$ cat src/rtl/uoc_pkg.sv
/*
 * Shared constants for the USB on-the-go control and status register block.
 * Assumes a 32-bit classic Wishbone master and byte addresses in the low 16 bits.
 */
//////////////////////////////////////////////////////////////////////////////
// Notes on behaviour
// - Link control bit 7 reads the live J-state flag from the receiver.
// - Link control bit 6 reads the live single-ended-zero flag.
// - Device mode: bit 5 disables packet processing, set by hardware on SETUP.
// - Host mode: bit 5 reads one while a token is in execution.
// - Host mode: bit 4 drives bus reset while one, ends it when zero.
// - Bit 3 enables host capability; any change resets host control logic.
// - Bit 2 drives resume signalling while one, none while zero.
// - Host mode: clearing resume appends a low-speed end-of-packet.
// - Registers have clear, set, invert aliases at plus 0x4, 0x8, 0xc.
// - Bus interrupt and bus error flags decode only the base address and the clear alias.
// - Transfer status has no aliases; only its base address decodes.
// - Activity pending is undefined after reset; all else resets to zero.
// - Control bits 31 to 8 read zero and ignore writes.
//////////////////////////////////////////////////////////////////////////////
package uoc_pkg;
	localparam int          UOC_NREG   = 13;
	localparam int          UOC_ADDR_W = 16;
	localparam int          UOC_REG_W  = 8;

	typedef enum logic [1:0] {
		UOC_AL_BASE = 2'h0,
		UOC_AL_CLR  = 2'h1,
		UOC_AL_SET  = 2'h2,
		UOC_AL_INV  = 2'h3
	} uoc_alias_t;

	localparam int IDX_OTG_IF   = 0;
	localparam int IDX_OTG_IE   = 1;
	localparam int IDX_OTG_STAT = 2;
	localparam int IDX_OTG_CON  = 3;
	localparam int IDX_PWR      = 4;
	localparam int IDX_BUS_IF   = 5;
	localparam int IDX_BUS_IE   = 6;
	localparam int IDX_ERR_IF   = 7;
	localparam int IDX_ERR_IE   = 8;
	localparam int IDX_XSTAT    = 9;
	localparam int IDX_LINK     = 10;
	localparam int IDX_FADDR    = 11;
	localparam int IDX_BDT      = 12;

	localparam logic [15:0] REG_OFS [UOC_NREG] = '{
		16'h5040, 16'h5050, 16'h5060, 16'h5070, 16'h5080, 16'h5200, 16'h5210,
		16'h5220, 16'h5230, 16'h5240, 16'h5250, 16'h5260, 16'h5270};
	localparam logic [7:0] WMASK [UOC_NREG] = '{
		8'hfd, 8'hfd, 8'h00, 8'hff, 8'h93, 8'hff, 8'hff,
		8'hff, 8'hff, 8'h00, 8'h3f, 8'hff, 8'hfe};
	localparam logic [3:0] ALIAS_OK [UOC_NREG] = '{
		4'hf, 4'hf, 4'hf, 4'hf, 4'hf, 4'h3, 4'hf,
		4'h3, 4'hf, 4'h1, 4'hf, 4'hf, 4'hf};
	localparam logic [UOC_NREG-1:0] W1C_REGS = 13'h00a1;
	localparam logic [7:0] NORST_PWR = 8'h80;

	localparam int CTL_ENABLE = 0;
	localparam int CTL_PPRST  = 1;
	localparam int CTL_RESUME = 2;
	localparam int CTL_HOST_ON  = 3;
	localparam int CTL_BUSRST   = 4;
	localparam int CTL_PKT_HALT = 5;
	localparam int CTL_LINE_ZERO = 6;
	localparam int CTL_LINE_J    = 7;
	localparam int PWR_BUSY   = 3;
	localparam int PWR_ACTPND = 7;
	localparam int ALIAS_LSB  = 2;
	localparam int BASE_LSB   = 4;
endpackage : uoc_pkg

$ cat src/rtl/uoc_ctrl.sv
/*
 * USB on-the-go control and status registers behind a classic Wishbone slave.
 * Assumes line flags, events and status words arrive synchronous to clk_i.
 */
`timescale 1ns/100ps
module uoc_ctrl (
	input  wire logic                        clk_i,            // 25 MHz clock
	input  wire logic                        rst_i,            // Sync reset, high
	input  wire logic                        wb_cyc_i,         // Bus cycle
	input  wire logic                        wb_stb_i,         // Strobe
	input  wire logic                        wb_we_i,          // Write enable
	input  wire logic [uoc_pkg::UOC_ADDR_W-1:0] wb_adr_i,      // Byte address
	input  wire logic [3:0]                  wb_sel_i,         // Byte selects
	input  wire logic [31:0]                 wb_dat_i,         // Write data
	output logic      [31:0]                 wb_dat_o,         // Read data
	output logic                             wb_ack_o,         // Acknowledge
	input  wire logic                        live_j_line_flag_i,            // J state
	input  wire logic                        live_single_ended_zero_flag_i, // SE0
	input  wire logic                        setup_token_i,    // SETUP seen, pulse
	input  wire logic                        token_in_execution_i, // Token busy
	input  wire logic [7:0]                  otg_line_state_i, // OTG status word
	input  wire logic [7:0]                  otg_event_i,      // OTG events
	input  wire logic [7:0]                  bus_event_i,      // Bus events
	input  wire logic [7:0]                  bus_error_event_i, // Error events
	input  wire logic [7:0]                  transfer_status_i, // Transfer status
	input  wire logic                        suspend_busy_i,   // Power busy
	input  wire logic                        activity_i,       // Bus activity
	output logic                             irq_o,            // Interrupt level
	output logic                             module_enable_o,  // Enable or frame start
	output logic                             ping_pong_reset_o, // Buffer pointer reset
	output logic                             resume_drive_o,   // Drive resume
	output logic                             resume_eop_o,     // Append EOP, pulse
	output logic                             host_capability_enable_o, // Host mode
	output logic                             host_logic_reset_o, // Host reset, pulse
	output logic                             bus_reset_drive_o, // Drive bus reset
	output logic                             packet_processing_disable_o, // Halt
	output logic      [7:0]                  otg_pull_and_vbus_o, // Pull control
	output logic      [7:0]                  power_control_o,  // Power control
	output logic      [7:0]                  function_address_o, // Address
	output logic      [7:0]                  descriptor_page_o // Table page
);
	import uoc_pkg::*;

	//////////////////////////////////////////////////////////////////////////
	// Address decode and alias arithmetic.

	function automatic logic [4:0] uoc_decode(input logic [UOC_ADDR_W-1:0] adr);
		logic [4:0] r;
		logic [1:0] k;
		r = 5'h00;
		k = adr[ALIAS_LSB +: 2];
		for (int i = 0; i < UOC_NREG; i++) begin
			if (adr[1:0] == 2'h0 && {adr[UOC_ADDR_W-1:BASE_LSB], 4'h0} == REG_OFS[i]
				&& ALIAS_OK[i][k]) begin
				r = {1'b1, 4'(i)};
			end
		end
		return r;
	endfunction : uoc_decode

	function automatic logic [7:0] uoc_apply(input logic [7:0] q, input logic [7:0] d,
		input logic [1:0] k, input logic w1c);
		logic [7:0] r;
		r = q;
		case (k)
			UOC_AL_BASE: r = w1c ? (q & ~d) : d;
			UOC_AL_CLR:  r = q & ~d;
			UOC_AL_SET:  r = q | d;
			UOC_AL_INV:  r = q ^ d;
			default:     r = q;
		endcase
		return r;
	endfunction : uoc_apply

	logic [4:0] dec;
	logic       hit;
	logic [3:0] idx;
	logic [1:0] kind;
	logic       ack_q;
	logic       wr_now;
	logic [31:0] dat_q;
	logic [7:0] regs_q [UOC_NREG];
	logic [7:0] hw_set [UOC_NREG];
	logic [7:0] rd_val;
	logic       host_on_prev_q;
	logic       resume_prev_q;
	logic       host_rst_q;
	logic       eop_q;

	assign dec    = uoc_decode(wb_adr_i);
	assign hit    = dec[4];
	assign idx    = dec[3:0];
	assign kind   = wb_adr_i[ALIAS_LSB +: 2];
	assign wr_now = wb_cyc_i & wb_stb_i & wb_we_i & ack_q & hit & wb_sel_i[0];

	//////////////////////////////////////////////////////////////////////////
	// Bus handshake: ack one cycle after the request, data registered with it.

	always_ff @(posedge clk_i) begin
		if (rst_i) begin
			ack_q <= 1'b0;
		end else begin
			ack_q <= wb_cyc_i & wb_stb_i & ~ack_q;
		end
	end

	always_comb begin
		rd_val = 8'h00;
		if (hit) begin
			case (idx)
				4'(IDX_OTG_STAT): rd_val = otg_line_state_i;
				4'(IDX_XSTAT):    rd_val = transfer_status_i;
				4'(IDX_PWR): begin
					rd_val = regs_q[IDX_PWR];
					rd_val[PWR_BUSY] = suspend_busy_i;
				end
				4'(IDX_LINK): begin
					rd_val = regs_q[IDX_LINK];
					rd_val[CTL_LINE_J] = live_j_line_flag_i;
					rd_val[CTL_LINE_ZERO] = live_single_ended_zero_flag_i;
					if (regs_q[IDX_LINK][CTL_HOST_ON]) begin
						rd_val[CTL_PKT_HALT] = token_in_execution_i;
					end
				end
				default: rd_val = regs_q[idx];
			endcase
		end
	end

	always_ff @(posedge clk_i) begin
		if (rst_i) begin
			dat_q <= 32'h0000_0000;
		end else if (wb_cyc_i & wb_stb_i & ~ack_q) begin
			dat_q <= {24'h00_0000, rd_val};
		end
	end

	//////////////////////////////////////////////////////////////////////////
	// Hardware events; a set in the clearing cycle wins.

	always_comb begin
		for (int i = 0; i < UOC_NREG; i++) begin
			hw_set[i] = 8'h00;
		end
		hw_set[IDX_OTG_IF] = otg_event_i & WMASK[IDX_OTG_IF];
		hw_set[IDX_BUS_IF] = bus_event_i;
		hw_set[IDX_ERR_IF] = bus_error_event_i;
		hw_set[IDX_PWR][PWR_ACTPND] = activity_i;
		hw_set[IDX_LINK][CTL_PKT_HALT] = setup_token_i & ~regs_q[IDX_LINK][CTL_HOST_ON];
	end

	for (genvar g = 0; g < UOC_NREG; g++) begin : g_reg
		logic [7:0] next_w;
		assign next_w = (uoc_apply(regs_q[g], wb_dat_i[7:0] & WMASK[g], kind, W1C_REGS[g])
			& WMASK[g]) | (regs_q[g] & ~WMASK[g]);
		always_ff @(posedge clk_i) begin
			if (rst_i) begin
				regs_q[g] <= (g == IDX_PWR) ? (regs_q[g] & NORST_PWR) : 8'h00;
			end else if (wr_now && idx == 4'(g)) begin
				regs_q[g] <= next_w | hw_set[g];
			end else begin
				regs_q[g] <= regs_q[g] | hw_set[g];
			end
		end
	end

	//////////////////////////////////////////////////////////////////////////
	// Host mode edges: enable change and resume release.

	always_ff @(posedge clk_i) begin
		if (rst_i) begin
			host_on_prev_q <= 1'b0;
			resume_prev_q  <= 1'b0;
			host_rst_q     <= 1'b0;
			eop_q          <= 1'b0;
		end else begin
			host_on_prev_q <= regs_q[IDX_LINK][CTL_HOST_ON];
			resume_prev_q  <= regs_q[IDX_LINK][CTL_RESUME];
			host_rst_q     <= regs_q[IDX_LINK][CTL_HOST_ON] ^ host_on_prev_q;
			eop_q          <= resume_prev_q & ~regs_q[IDX_LINK][CTL_RESUME]
				& regs_q[IDX_LINK][CTL_HOST_ON];
		end
	end

	//////////////////////////////////////////////////////////////////////////
	// Outputs.

	assign wb_ack_o   = ack_q;
	assign wb_dat_o   = dat_q;
	assign irq_o      = |(regs_q[IDX_OTG_IF] & regs_q[IDX_OTG_IE])
		| |(regs_q[IDX_BUS_IF] & regs_q[IDX_BUS_IE])
		| |(regs_q[IDX_ERR_IF] & regs_q[IDX_ERR_IE]);
	assign module_enable_o             = regs_q[IDX_LINK][CTL_ENABLE];
	assign ping_pong_reset_o           = regs_q[IDX_LINK][CTL_PPRST];
	assign resume_drive_o              = regs_q[IDX_LINK][CTL_RESUME];
	assign resume_eop_o                = eop_q;
	assign host_capability_enable_o    = regs_q[IDX_LINK][CTL_HOST_ON];
	assign host_logic_reset_o          = host_rst_q;
	assign bus_reset_drive_o           = regs_q[IDX_LINK][CTL_BUSRST]
		& regs_q[IDX_LINK][CTL_HOST_ON];
	assign packet_processing_disable_o = regs_q[IDX_LINK][CTL_PKT_HALT]
		& ~regs_q[IDX_LINK][CTL_HOST_ON];
	assign otg_pull_and_vbus_o         = regs_q[IDX_OTG_CON];
	assign power_control_o             = regs_q[IDX_PWR];
	assign function_address_o          = regs_q[IDX_FADDR];
	assign descriptor_page_o           = regs_q[IDX_BDT];
endmodule : uoc_ctrl

$ cat config.mk
export PLATFORM = sky130hd
export DESIGN_NAME = uoc_ctrl
export DESIGN_NICKNAME = d
export VERILOG_FILES = /design/src/rtl/uoc_pkg.sv /design/src/rtl/uoc_ctrl.sv
export SDC_FILE = /design/constraint.sdc
export NUM_CORES = 1
export LEC_CHECK = 0
export ABC_CLOCK_PERIOD_IN_PS = 3850
export BUFFER_PORTS_ARGS = -buffer_cell sky130_fd_sc_hd__buf_2
export CAP_MARGIN = 20
export CORE_MARGIN = 4
export CORE_UTILIZATION = 51
export CTS_CLUSTER_SIZE = 20
export DETAILED_ROUTE_END_ITERATION = 16
export GPL_ROUTABILITY_DRIVEN = 0
export GPL_TIMING_DRIVEN = 0
export PLACE_DENSITY = 0.74
export SLEW_MARGIN = 20
export SYNTH_ARGS = -nofsm -noshare
export SYNTH_HDL_FRONTEND = slang
export SYNTH_SLANG_ARGS = --single-unit
$ cat constraint.sdc
create_clock -name clk_i -period 3.85 [get_ports clk_i]
set_input_delay 0.77 -clock clk_i [delete_from_list [all_inputs] [get_ports clk_i]]
set_output_delay 0.77 -clock clk_i [all_outputs]
set_load 0.02 [all_outputs]
Word-level counts from Yosys, hierarchy flattened
Memory sizes are Yosys's and may differ from the RTL's.
Cells that the tools add are included.
{"block": "op_classes", "magnitude_cmp": 1, "n_eq_ne": 32, "n_mux": 139, "n_bitwise": 99, "n_reduce_logical": 50}
{"op": "8-bit case mux with 4 select lines", "n": 8}
{"op": "8-bit 2-to-1 mux", "n": 27}
{"op": "12-bit by 11-bit == test with 1-bit output (second input constant)", "n": 13}
{"op": "8-bit OR", "n": 18}
{"op": "8-bit AND", "n": 13}
{"op": "1-bit 2-to-1 mux", "n": 84}
{"op": "8-bit bitwise XOR", "n": 10}
{"op": "8-bit case mux with 3 select lines", "n": 3}
{"op": "5-bit 2-to-1 mux", "n": 13}
{"op": "1-bit logical AND", "n": 39}
{"op": "8-bit inverter", "n": 4}
{"op": "1-bit OR", "n": 28}
{"op": "6-bit case mux with 4 select lines", "n": 1}
{"op": "8-bit OR reduction", "n": 3}
{"op": "4-bit == test (second input constant)", "n": 5}
{"op": "4-bit by 3-bit == test with 1-bit output (second input constant)", "n": 4}
{"op": "8-bit by 2-bit OR with 8-bit output", "n": 2}
{"op": "8-bit by 6-bit OR with 8-bit output", "n": 2}
{"op": "1-bit AND", "n": 11}
{"op": "4-bit by 2-bit == test with 1-bit output (second input constant)", "n": 2}
{"op": "6-bit by 8-bit OR with 8-bit output", "n": 1}
{"op": "8-bit by 1-bit OR with 8-bit output", "n": 1}
{"op": "8-bit by 7-bit OR with 8-bit output", "n": 1}
{"op": "2-bit AND reduction", "n": 4}
{"op": "15 further kinds", "n": 24}
{"block": "word_totals", "register_bits": 13, "ram_bits": 104, "inputBits": 103, "output_inout_bits": 74, "elab_cells": 328, "n_memories": 1}
{"name": "regs_q", "words": 13, "width": 8, "rd": 12, "rd_clocked_by_memory_dff": 0, "write_ports": 13, "line": "uoc_ctrl.sv:82", "text": "logic [7:0] regs_q [UOC_NREG];"}

Logic depth before layout (Yosys ltp)
Gate-level depths: netlist of the first run.
{"block": "depth", "word_depth": 25, "mapped_depth": 12, "depth_no_buf": 8}

Least setup slack after synthesis of the first run
OpenSTA, ideal clock, no wires.
{"block": "synth_timing", "path_type": "in2reg", "from": "in wb_adr_i[11] in the netlist's numbering", "to": "mem regs_q[10][0], enable pin", "setup_ps": 374, "arrival_ps": 2721, "required_ps": 3476, "setup_slack_ps": 756, "path_stages": 8, "n_path_buf": 2, "path_cell_list": "nor4b_4 > nand2_1 > o31ai_4 > and2_0 > clkbuf_1 > clkbuf_1 > nand2_1 > o21ai_0"}
{"item": "start, declared", "line": "uoc_ctrl.sv:12", "text": "input wire logic [uoc_pkg::UOC_ADDR_W-1:0] wb_adr_i,"}
{"item": "end, declared", "line": "uoc_ctrl.sv:82"}

==> results of run 1 <==
## registers in the layout, summed over array words and instances, names as in the netlist
register,cells
regs_q,79
wb_dat_o,8
host_logic_reset_o,1
host_on_prev_q,1
resume_eop_o,1
resume_prev_q,1
wb_ack_o,1
## logic make-up after synthesis
| logic type | Yosys count | share of synthesized area, % |
|---|---|---|
| AOI/OAI and AO/OA | 293 | 20.2 |
| xor gates and xnor gates | 1 | 0.0914 |
| adders and majority gates | 158 | 20.6 |
| muxes | 88 | 10.0 |
| DFF | 92 | 27.5 |
| buffers and inverters | 189 | 8.69 |
| and+or+nand+nor | 263 | 12.9 |
| other | 2 | 0.0783 |
## area by class of cell
cell class,instances,area (um2),share of cell area (%)
plain buffers,90,462,4.22
clock buffers,11,254,2.32
well taps,229,287,2.62
inverters,99,372,3.40
flip-flops and latches,92,2630,24.1
repair buffers,116,581,5.31
clock inverters,5,37.5,0.343
multi-input cells,856,6310,57.7
## final timing paths
path / cells after the start / end / slack [ns]
worst max-delay path: 8 / regs_q[6][2] / 0.15
worst min-delay path: 1 / resume_eop_o / 0.47
worst max register to register: 4 / regs_q[3][7] / 1.46
worst min register to register: 1 / resume_eop_o / 0.47
## stage by stage
stage	worst slack, ns	TNS, ns	area (um2)
6_report	0.146	0	10900
5_1_grt	0.0803	0	10900
4_1_cts	0.186	0	10900
3_5_place_dp	-0.188	-1.40	10600
3_3_place_gp	-0.132	-1.32	10600
2_1_floorplan	0.756	0	9780
## metal layers
metal / up-vias / wire length (um) / GRT usage [%]
li1: 4188 / - / -
met1: 4221 / 13000 / 40.1
met2: 602 / 13900 / 46.9
met3: 133 / 3820 / 6.70
met4: 0 / 1690 / 14.4
met5: - / 0 / 0
## critical path: cells and delay by family
family	cells	cell delay, ns
AO/OA/AOI/OAI	2	0.36
AND/OR/NAND/NOR	1	0.06
buffers and inverters	5	2.60
## power groups by stage
stage                     logic [W]  registers [W]  clock network (W)
after detailed placement   0.000640        0.00122                  0
final                      0.000659        0.00120           0.000922
after global routing       0.000733        0.00120           0.000969
after CTS                  0.000645        0.00120           0.000924
after global placement     0.000621        0.00122                  0
after floorplan            0.000431        0.00120                  0
## placed cells by master, fill, tap and decap left out, drive strengths merged, types with 3 or more instances in the layout
cell,count
a211oi,73
clkbuf,58
nor3b,3
nand3,13
nor4b,3
nor2b,5
o211ai,14
buf,159
o2111ai,6
nand2,77
a31o,3
nor2,126
a31oi,6
inv,103
o22ai,3
nor3,3
ha,158
a221oi,4
a22oi,13
dfxtp,13
or2,5
a221o,3
conb,53
o21ai,50
and2,6
mux2i,25
a222oi,8
a21oi,92
nand4,8
a311oi,3
a21o,4
mux2,63
edfxtp,79
nand2b,3
## timing repair
action / in CTS / in global routing
hold buffers: 0 / 0
endpoints found under the setup margin: 0 / 5
resized for setup: 0 / 1
==> impl_metrics.csv, run 1 <==
group,metric,value,unit
status,status,"complete, no violations",
worst_setup_path,crit_path_end_kind,"register",
clocking,cts_root_buf,"clkbuf_16",
logic_synthesis,synth_flop_cell,"edfxtp_1",
logic_synthesis,yosys.area.top_type,"edfxtp_1",
global_route,overflow,0,
power_and_ir_drop,irDropWorstVdd,236,uV
timing,slew_viol_final,0,
worst_setup_path,worst-path-max-fanout,10,
logic_synthesis,syn_area,0.00959,mm2
placement,io_buffers,116,
detailed_routing,wire_per_inst,21.6,um
logic_synthesis,synth_warnings,0,
logic_synthesis,synth_area_per_cell,8.83,um2
detailed_routing,drt-total-wl,32.4,mm
worst_setup_path,critPathLaunch,"wb_adr_i[3]",
finish,fin_nets,1525,
logic_synthesis,synth-edff-count,79,
logic_synthesis,synth_area_leaders,"edfxtp_1, ha_1, mux2_2",
detailed_routing,drt_pass1_iterations,8,
die,fp.dieW,145,um
finish,final_util,60.1,%
timing,finClkSkew,0.0157,ns
timing,fin_crit_sh,96.2,%
timing,hold_ws,0.466,ns
logic_synthesis,synth.most_common_cell,"ha_1",
finish,nFillCells,1632,
global_route,grt_pass1_vias,8970,
clocking,clock_sinks,92,
logic_synthesis,async_flop_share,0,%
clocking,cts_tree,"done",
worst_setup_path,path_class,"in2reg",
die,die-area,0.0211,mm2
logic_synthesis,synth-seq-cells,92,
finish,stdcell_count,1498,
clocking,insertion_delay,0.37,ns
detailed_routing,drcViolationCount,0,
logic_synthesis,synth_cell_types,70,
power_and_ir_drop,p_seq_share,43.1,%
run,drv_cap,0,
worst_setup_path,required,3.96,ns
placement,post-place-cells,1482,
logic_synthesis,synth_top_cell_area_share,24.7,%
power_and_ir_drop,p_int,0.00187,W
power_and_ir_drop,design_power_total,0.00278,W
logic_synthesis,yosysSeqAreaShare,27.5,%
timing,worst_pin_slew,1.23,ns
worst_setup_path,cp_cell_sequence,"buf_2 -> clkbuf_1 -> buf_1 -> clkbuf_1 -> clkbuf_1 -> a211oi_1 -> a21oi_1 -> nor2_1",
finish,antenna_cells,0,
timing,setup_viol_count_final,0,
placement,hpwl,23.9,mm
logic_synthesis,synth_common_cells,"ha_1, nor2_1, inv_1, a21oi_1, edfxtp_1",
die,start_util,52.6,%
detailed_routing,drtIter0Drc,1256,
power_and_ir_drop,swShare,32.8,%
global_route,grt_start_max_net_pins,23,
detailed_routing,ant_nets,0,
power_and_ir_drop,clkPwrFrac,33.2,%
power_and_ir_drop,powerDensity,254,mW/mm2
timing,relSlewSlack,17.9,%
die,std_cell_rows,49,
worst_setup_path,crit_path_max_incr_delay,0.70,ns
clocking,cts_buffers,9,
finish,drive_gt1_share,20.0,%
finish,syn2layout_area_growth,14.1,%
worst_setup_path,timing.rr.start,"wb_ack_o",
worst_setup_path,path_common_cell,"clkbuf_1",
die,ioPinCount,177,
die,core_area,0.0182,mm2
power_and_ir_drop,p_sw,0.000911,W
detailed_routing,routed_via_density,6.10,
timing,rsz0062_at_grt,"no",
min_path,hold_class,"reg2reg",
logic_synthesis,netlist_instances,1086,
timing,hold_viol,0,
clocking,post-cts-setup-buffers,0,
power_and_ir_drop,cellLeakagePower,4.97,nW
global_route,grtUsageTotal,30.2,%
min_path,min-delay-start,"resume_prev_q",
worst_setup_path,cp_slowest_cell,"clkbuf_1",
clocking,path_clk_slew,0.08,ns
die,die_y,145,um
global_route,grt_pass1_wl,50.7,mm
worst_setup_path,start_kind,"primary input",
power_and_ir_drop,power_frac_comb,23.7,%
clocking,cts_max_level,3,
detailed_routing,num_vias,9144,
worst_setup_path,arrival,3.81,ns
timing,fin_crit,3.70,ns
global_route,grt_antenna_before_repair,0,
timing,max_freq,0.270,GHz
clocking,clockBufferDepth,2,
No activity file was read; power rests on OpenSTA's default activity.
==> run 2: changes to the inputs <==
- SETUP_SLACK_MARGIN: not set -> 0.5
==> run 2 against run 1 <==
Final cell count grew 0.13%. Count of clock-buffer cells in the layout is the same. Combinational power grew 0.6%. Critical path depth is the same. Utilization grew 0.33 points. Total power grew 0.28%. Via count is essentially flat. Non-clock buffer count grew 2. First-iteration DRC count shrank 2.5%. Clock power grew 0.4%. Critical endpoint is now regs_q[11][7].
==> impl_metrics.csv, run 2 (synthesis gave the netlist of run 1 again) <==
group,metric,value,unit
finish,final_cell_mix,"ha_1, nor2_1, buf_2",
clocking,postCtsHoldBufs,0,
die,ioPinCount,177,
worst_setup_path,arrival,3.37,ns
clocking,clockBufferDepth,2,
placement,io_buffers,116,
timing,hold_ws,0.467,ns
timing,rsz0062_at_grt,"no",
timing,relSlewSlack,18.6,%
die,die_y,145,um
timing,slew_viol_final,0,
global_route,use_met2,47.0,%
global_route,top_usage_layer,"met2",
worst_setup_path,required,3.96,ns
die,core_area,0.0182,mm2
detailed_routing,drtIter0Drc,1225,
detailed_routing,routed_via_density,6.10,
worst_setup_path,start_kind,"primary input",
finish,top_register,"regs_q",
global_route,grtUsageMet3,6.70,%
finish,fin_nets,1527,
worst_setup_path,path_class,"in2reg",
worst_setup_path,worst-path-max-fanout,10,
clocking,cts_buffers,9,
global_route,overflow,0,
clocking,path_clk_slew,0.08,ns
power_and_ir_drop,irDropWorstVdd,240,uV
timing,hold_viol,0,
global_route,grtUsageMet1,40.0,%
detailed_routing,drcViolationCount,0,
global_route,grt_pass1_wl,50.7,mm
min_path,hold_class,"reg2reg",
timing,fin_crit,3.26,ns
detailed_routing,ant_nets,0,
global_route,grt_antenna_before_repair,0,
finish,largest_reg_flops,79,
power_and_ir_drop,powerDensity,254,mW/mm2
global_route,grtUsageTotal,30.2,%
timing,max_freq,0.307,GHz
status,status,"complete, no violations",
finish,layout_commonest_cell,"ha_1",
global_route,grt_pass1_vias,8983,
detailed_routing,num_vias,9151,
finish,final_util,60.4,%
run,drv_cap,0,
finish,stdcell_count,1500,
die,start_util,52.6,%
placement,post-place-cells,1482,
global_route,grt_start_max_net_pins,23,
power_and_ir_drop,cellLeakagePower,5.00,nW
detailed_routing,drt-total-wl,32.5,mm
clocking,cts_tree,"done",
timing,finClkSkew,0.0176,ns
finish,antenna_cells,0,
clocking,insertion_delay,0.37,ns
detailed_routing,wire_per_inst,21.7,um
finish,drive_gt1_share,20.8,%
worst_setup_path,crit_path_end_kind,"register",
clocking,clock_sinks,92,
timing,worst_pin_slew,1.22,ns
die,die-area,0.0211,mm2
clocking,cts_max_level,3,
detailed_routing,drt_pass1_iterations,7,
timing,fin_crit_sh,84.7,%
clocking,cts_root_buf,"clkbuf_16",
die,std_cell_rows,49,
finish,syn2layout_area_growth,14.7,%
placement,hpwl,23.9,mm
timing,setup_viol_count_final,0,
die,fp.dieW,145,um
[run 2: final timing paths]
check             cells after the start             to  slack, ns     startpoint
setup reg to reg                      4   regs_q[3][7]       1.50       wb_ack_o
hold reg to reg                       1   resume_eop_o       0.47  resume_prev_q
hold / removal                        1   resume_eop_o       0.47  resume_prev_q
setup / recovery                      8  regs_q[11][7]       0.59    wb_adr_i[3]
[run 2: area by class of cell]
class                      count  area, um2
buffer                        90        467
clock buffer                  11        254
clock inverter                 5       37.5
fill                        1631       7210
inverter                      99        372
multi-input combinational    856       6340
sequential                    92       2630
tap                          229        287
timing repair buffer         118        608
[run 2: repair_timing]
item                                   in CTS  in global routing
resized for setup                           5                  9
pin swaps                                   0                  1
setup endpoints to repair                  54                 41
endpoints found under the hold margin       0                  0
buffers inserted                            0                  2
[run 2: power by group]
group | internal [W] | switching (W) | total, W
Sequential | 0.00113 | 0.0000698 | 0.00120
Combinational | 0.000257 | 0.000405 | 0.000663
Clock | 0.000484 | 0.000442 | 0.000926
[run 2: worst max-delay path, stage by stage]
cell and delay [ns]:
buf_2 0.11, clkbuf_2 0.35, buf_1 0.67, clkbuf_2 0.48, clkbuf_1 0.50, a211oi_1 0.17
a21oi_1 0.25, nor2_1 0.06
[run 2: metrics by stage]
stage	TNS (ns)	power [W]	area (um2)	setup slack (ns)
after floorplan	0	0.00163	9780	0.756
after global placement	-1.32	0.00184	10600	-0.132
after detailed placement	-1.40	0.00186	10600	-0.188
after CTS	0	0.00276	10900	0.508
after global routing	0	0.00291	11000	0.499
final	0	0.00279	11000	0.588
[run 2: routing by layer]
| metal | vias to the layer above | wire [um] | share of wire, % |
|---|---|---|---|
| met5 | - | 0 | 0 |
| met4 | 0 | 1760 | 5.4 |
| met3 | 129 | 4010 | 12 |
| met2 | 627 | 13900 | 43 |
| met1 | 4209 | 12900 | 40 |
| li1 | 4186 | - | - |
==> run 3: changes to the inputs <==
- ABC_CLOCK_PERIOD_IN_PS: 3850 -> 3400
- clock period: 3.85 -> 3.4 ns (I/O delays scaled with it)
==> run 3 against run 2 <==
Design area is 2.7% higher. First-iteration DRC count increased by 10%. Combinational power grew 16%. Utilization rose by 1.6 points. Sequential power increased by 13%. Register-to-register slack lost 0.51 ns.
==> impl_metrics.csv, run 3 (synthesis gave the netlist of run 1 again) <==
group,metric,value,unit
status,status,"complete, no violations",
worst_setup_path,arrival,2.94,ns
worst_setup_path,reg2reg_setup_slack,0.99,ns
global_route,grt_pass1_vias,8908,
placement,post-place-cells,1482,
detailed_routing,drt-total-wl,33.5,mm
timing,relSlewSlack,21.8,%
min_path,hold_class,"reg2reg",
clocking,clockBufferDepth,2,
timing,setup_viol_count_final,0,
power_and_ir_drop,power_frac_comb,23.6,%
die,die-area,0.0211,mm2
finish,antenna_cells,0,
timing,rsz0062_at_grt,"yes",
timing,fin_crit,2.92,ns
finish,multi_input_area,0.00646,mm2
detailed_routing,routed_via_density,6.18,
power_and_ir_drop,irDropWorstVdd,245,uV
worst_setup_path,path_class,"in2reg",
run,drv_cap,0,
detailed_routing,drcViolationCount,0,
power_and_ir_drop,p_seq_share,41.9,%
global_route,grt_pass1_wl,51.1,mm
global_route,overflow,0,
finish,drive_gt1_share,24.0,%
finish,stdcell_count,1515,
timing,max_freq,0.343,GHz
placement,hpwl,24.3,mm
min_path,whs_path_depth,1,
global_route,grtUsageTotal,30.7,%
worst_setup_path,crit_path_max_incr_delay,0.42,ns
power_and_ir_drop,p_int,0.00220,W
worst_setup_path,worst-path-max-fanout,8,
clocking,insertion_delay,0.37,ns
die,std_cell_rows,49,
clocking,cts_tree,"done",
global_route,grt_antenna_before_repair,0,
finish,final_cell_mix,"ha_1, nor2_1, buf_2",
power_and_ir_drop,cellLeakagePower,5.16,nW
worst_setup_path,reg2reg_to,"regs_q[3][2]",
timing,tns,0,ns
worst_setup_path,ff2ff_path_depth,4,
worst_setup_path,path_buf_inv,3,
finish,final_util,62.0,%
finish,top_register,"regs_q",
clocking,cts_max_level,3,
finish,design_area,0.0113,mm2
power_and_ir_drop,swShare,32.4,%
detailed_routing,num_vias,9357,
finish,regArea,0.00263,mm2
worst_setup_path,crit_path_end_kind,"register",
clocking,clock_sinks,92,
detailed_routing,ant_nets,0,
worst_setup_path,required,3.42,ns
clocking,cts_buffers,9,
worst_setup_path,path_common_cell,"nand2_1",
finish,syn2layout_area_growth,17.8,%
timing,fin_crit_sh,85.8,%
finish,largest_reg_flops,79,
worst_setup_path,crit_family,"simple AND/OR/NAND/NOR gates",
timing,worst_pin_slew,1.17,ns
placement,io_buffers,116,
timing,hold_viol,0,
detailed_routing,wire_per_inst,22.1,um
clocking,path_clk_slew,0.07,ns
detailed_routing,drt_pass1_iterations,9,
timing,slew_viol_final,0,
worst_setup_path,cp_cell_sequence,"buf_2 -> nor4b_4 -> buf_4 -> nand2_1 -> o31ai_4 -> buf_12 -> nand2_1 -> nor2_2 -> nand2_1 -> nand2_1",
die,fp.dieW,145,um
die,start_util,52.6,%
die,core_area,0.0182,mm2
power_and_ir_drop,clkPwrFrac,34.6,%
timing,hold_ws,0.460,ns
finish,nFillCells,1622,
finish,layout_commonest_cell,"ha_1",
worst_setup_path,timing.rr.start,"wb_ack_o",
worst_setup_path,cp_slowest_cell,"nor2_2",
clocking,postCtsHoldBufs,0,
placement,place_area,0.0107,mm2
min_path,min_to,"resume_eop_o",
timing,finClkSkew,0.0110,ns
clocking,cts_root_buf,"clkbuf_16",
die,ioPinCount,177,
min_path,min-delay-start,"resume_prev_q",
worst_setup_path,start_kind,"primary input",
detailed_routing,drtIter0Drc,1349,
die,die_y,145,um
power_and_ir_drop,powerDensity,288,mW/mm2
global_route,grt_start_max_net_pins,23,
finish,fin_nets,1542,
power_and_ir_drop,p_sw,0.00105,W
[run 3: cell count changes in the layout (fill, tap and decap cells not counted), sizes merged]
cell	previous run	this run
buf	161	176
bufinv	0	1
clkinv	0	2
clkinvlp	1	0
inv	103	101
[run 3: worst max-delay path by stage]
stage	startpoint	end	slack, ns	cells past startpoint
global placement	wb_adr_i[3]	regs_q[6][4]	-0.34	8
CTS	wb_adr_i[8]	regs_q[7][5]	0.50	11
global route	wb_adr_i[11]	regs_q[6][0]	0.39	10
floorplan	wb_adr_i[11]	regs_q[7][5]	0.51	9
detailed placement	wb_adr_i[3]	regs_q[10][3]	-0.31	9
finish	wb_adr_i[11]	regs_q[6][2]	0.48	10
[run 3: final cells by class]
cell class              count  area share [%]
flip-flops and latches     92            23.3
well taps                 229            2.54
clock inverters             5           0.509
plain buffers              90            4.43
repair buffers            133            6.53
multi-input cells         856            57.1
clock buffers              11            2.25
inverters                  99            3.29
[run 3: timing repair]
item / CTS / global route
pin swaps: 3 / 6
gates cloned: 0 / 1
endpoints found under the setup margin: 135 / 111
resized for setup: 16 / 29
setup buffers: 8 / 8
[run 3: metrics by stage]
stage                     power (W)  setup WS (ns)
after global placement      0.00208         -0.340
final                       0.00325          0.484
after floorplan             0.00185          0.508
after CTS                   0.00321          0.504
after global routing        0.00337          0.391
after detailed placement    0.00211         -0.314
[run 3: per-layer routing]
| layer | share of wire [%] | routed length, um | GRT usage [%] | vias up |
|---|---|---|---|---|
| li1 | - | - | - | 4222 |
| met1 | 39 | 13000 | 40.5 | 4363 |
| met2 | 44 | 14800 | 48.1 | 636 |
| met3 | 12 | 4030 | 7.73 | 136 |
| met4 | 5.0 | 1660 | 13.2 | 0 |
| met5 | 0 | 0 | 0 | - |
[run 3: power by group through the flow]
stage                     Sequential, W  Clock, W  Combinational (W)
after floorplan                 0.00136         0           0.000490
after global placement          0.00138         0           0.000706
after detailed placement        0.00138         0           0.000729
after CTS                       0.00136   0.00111           0.000743
after global routing            0.00136   0.00117           0.000842
final                           0.00136   0.00112           0.000766
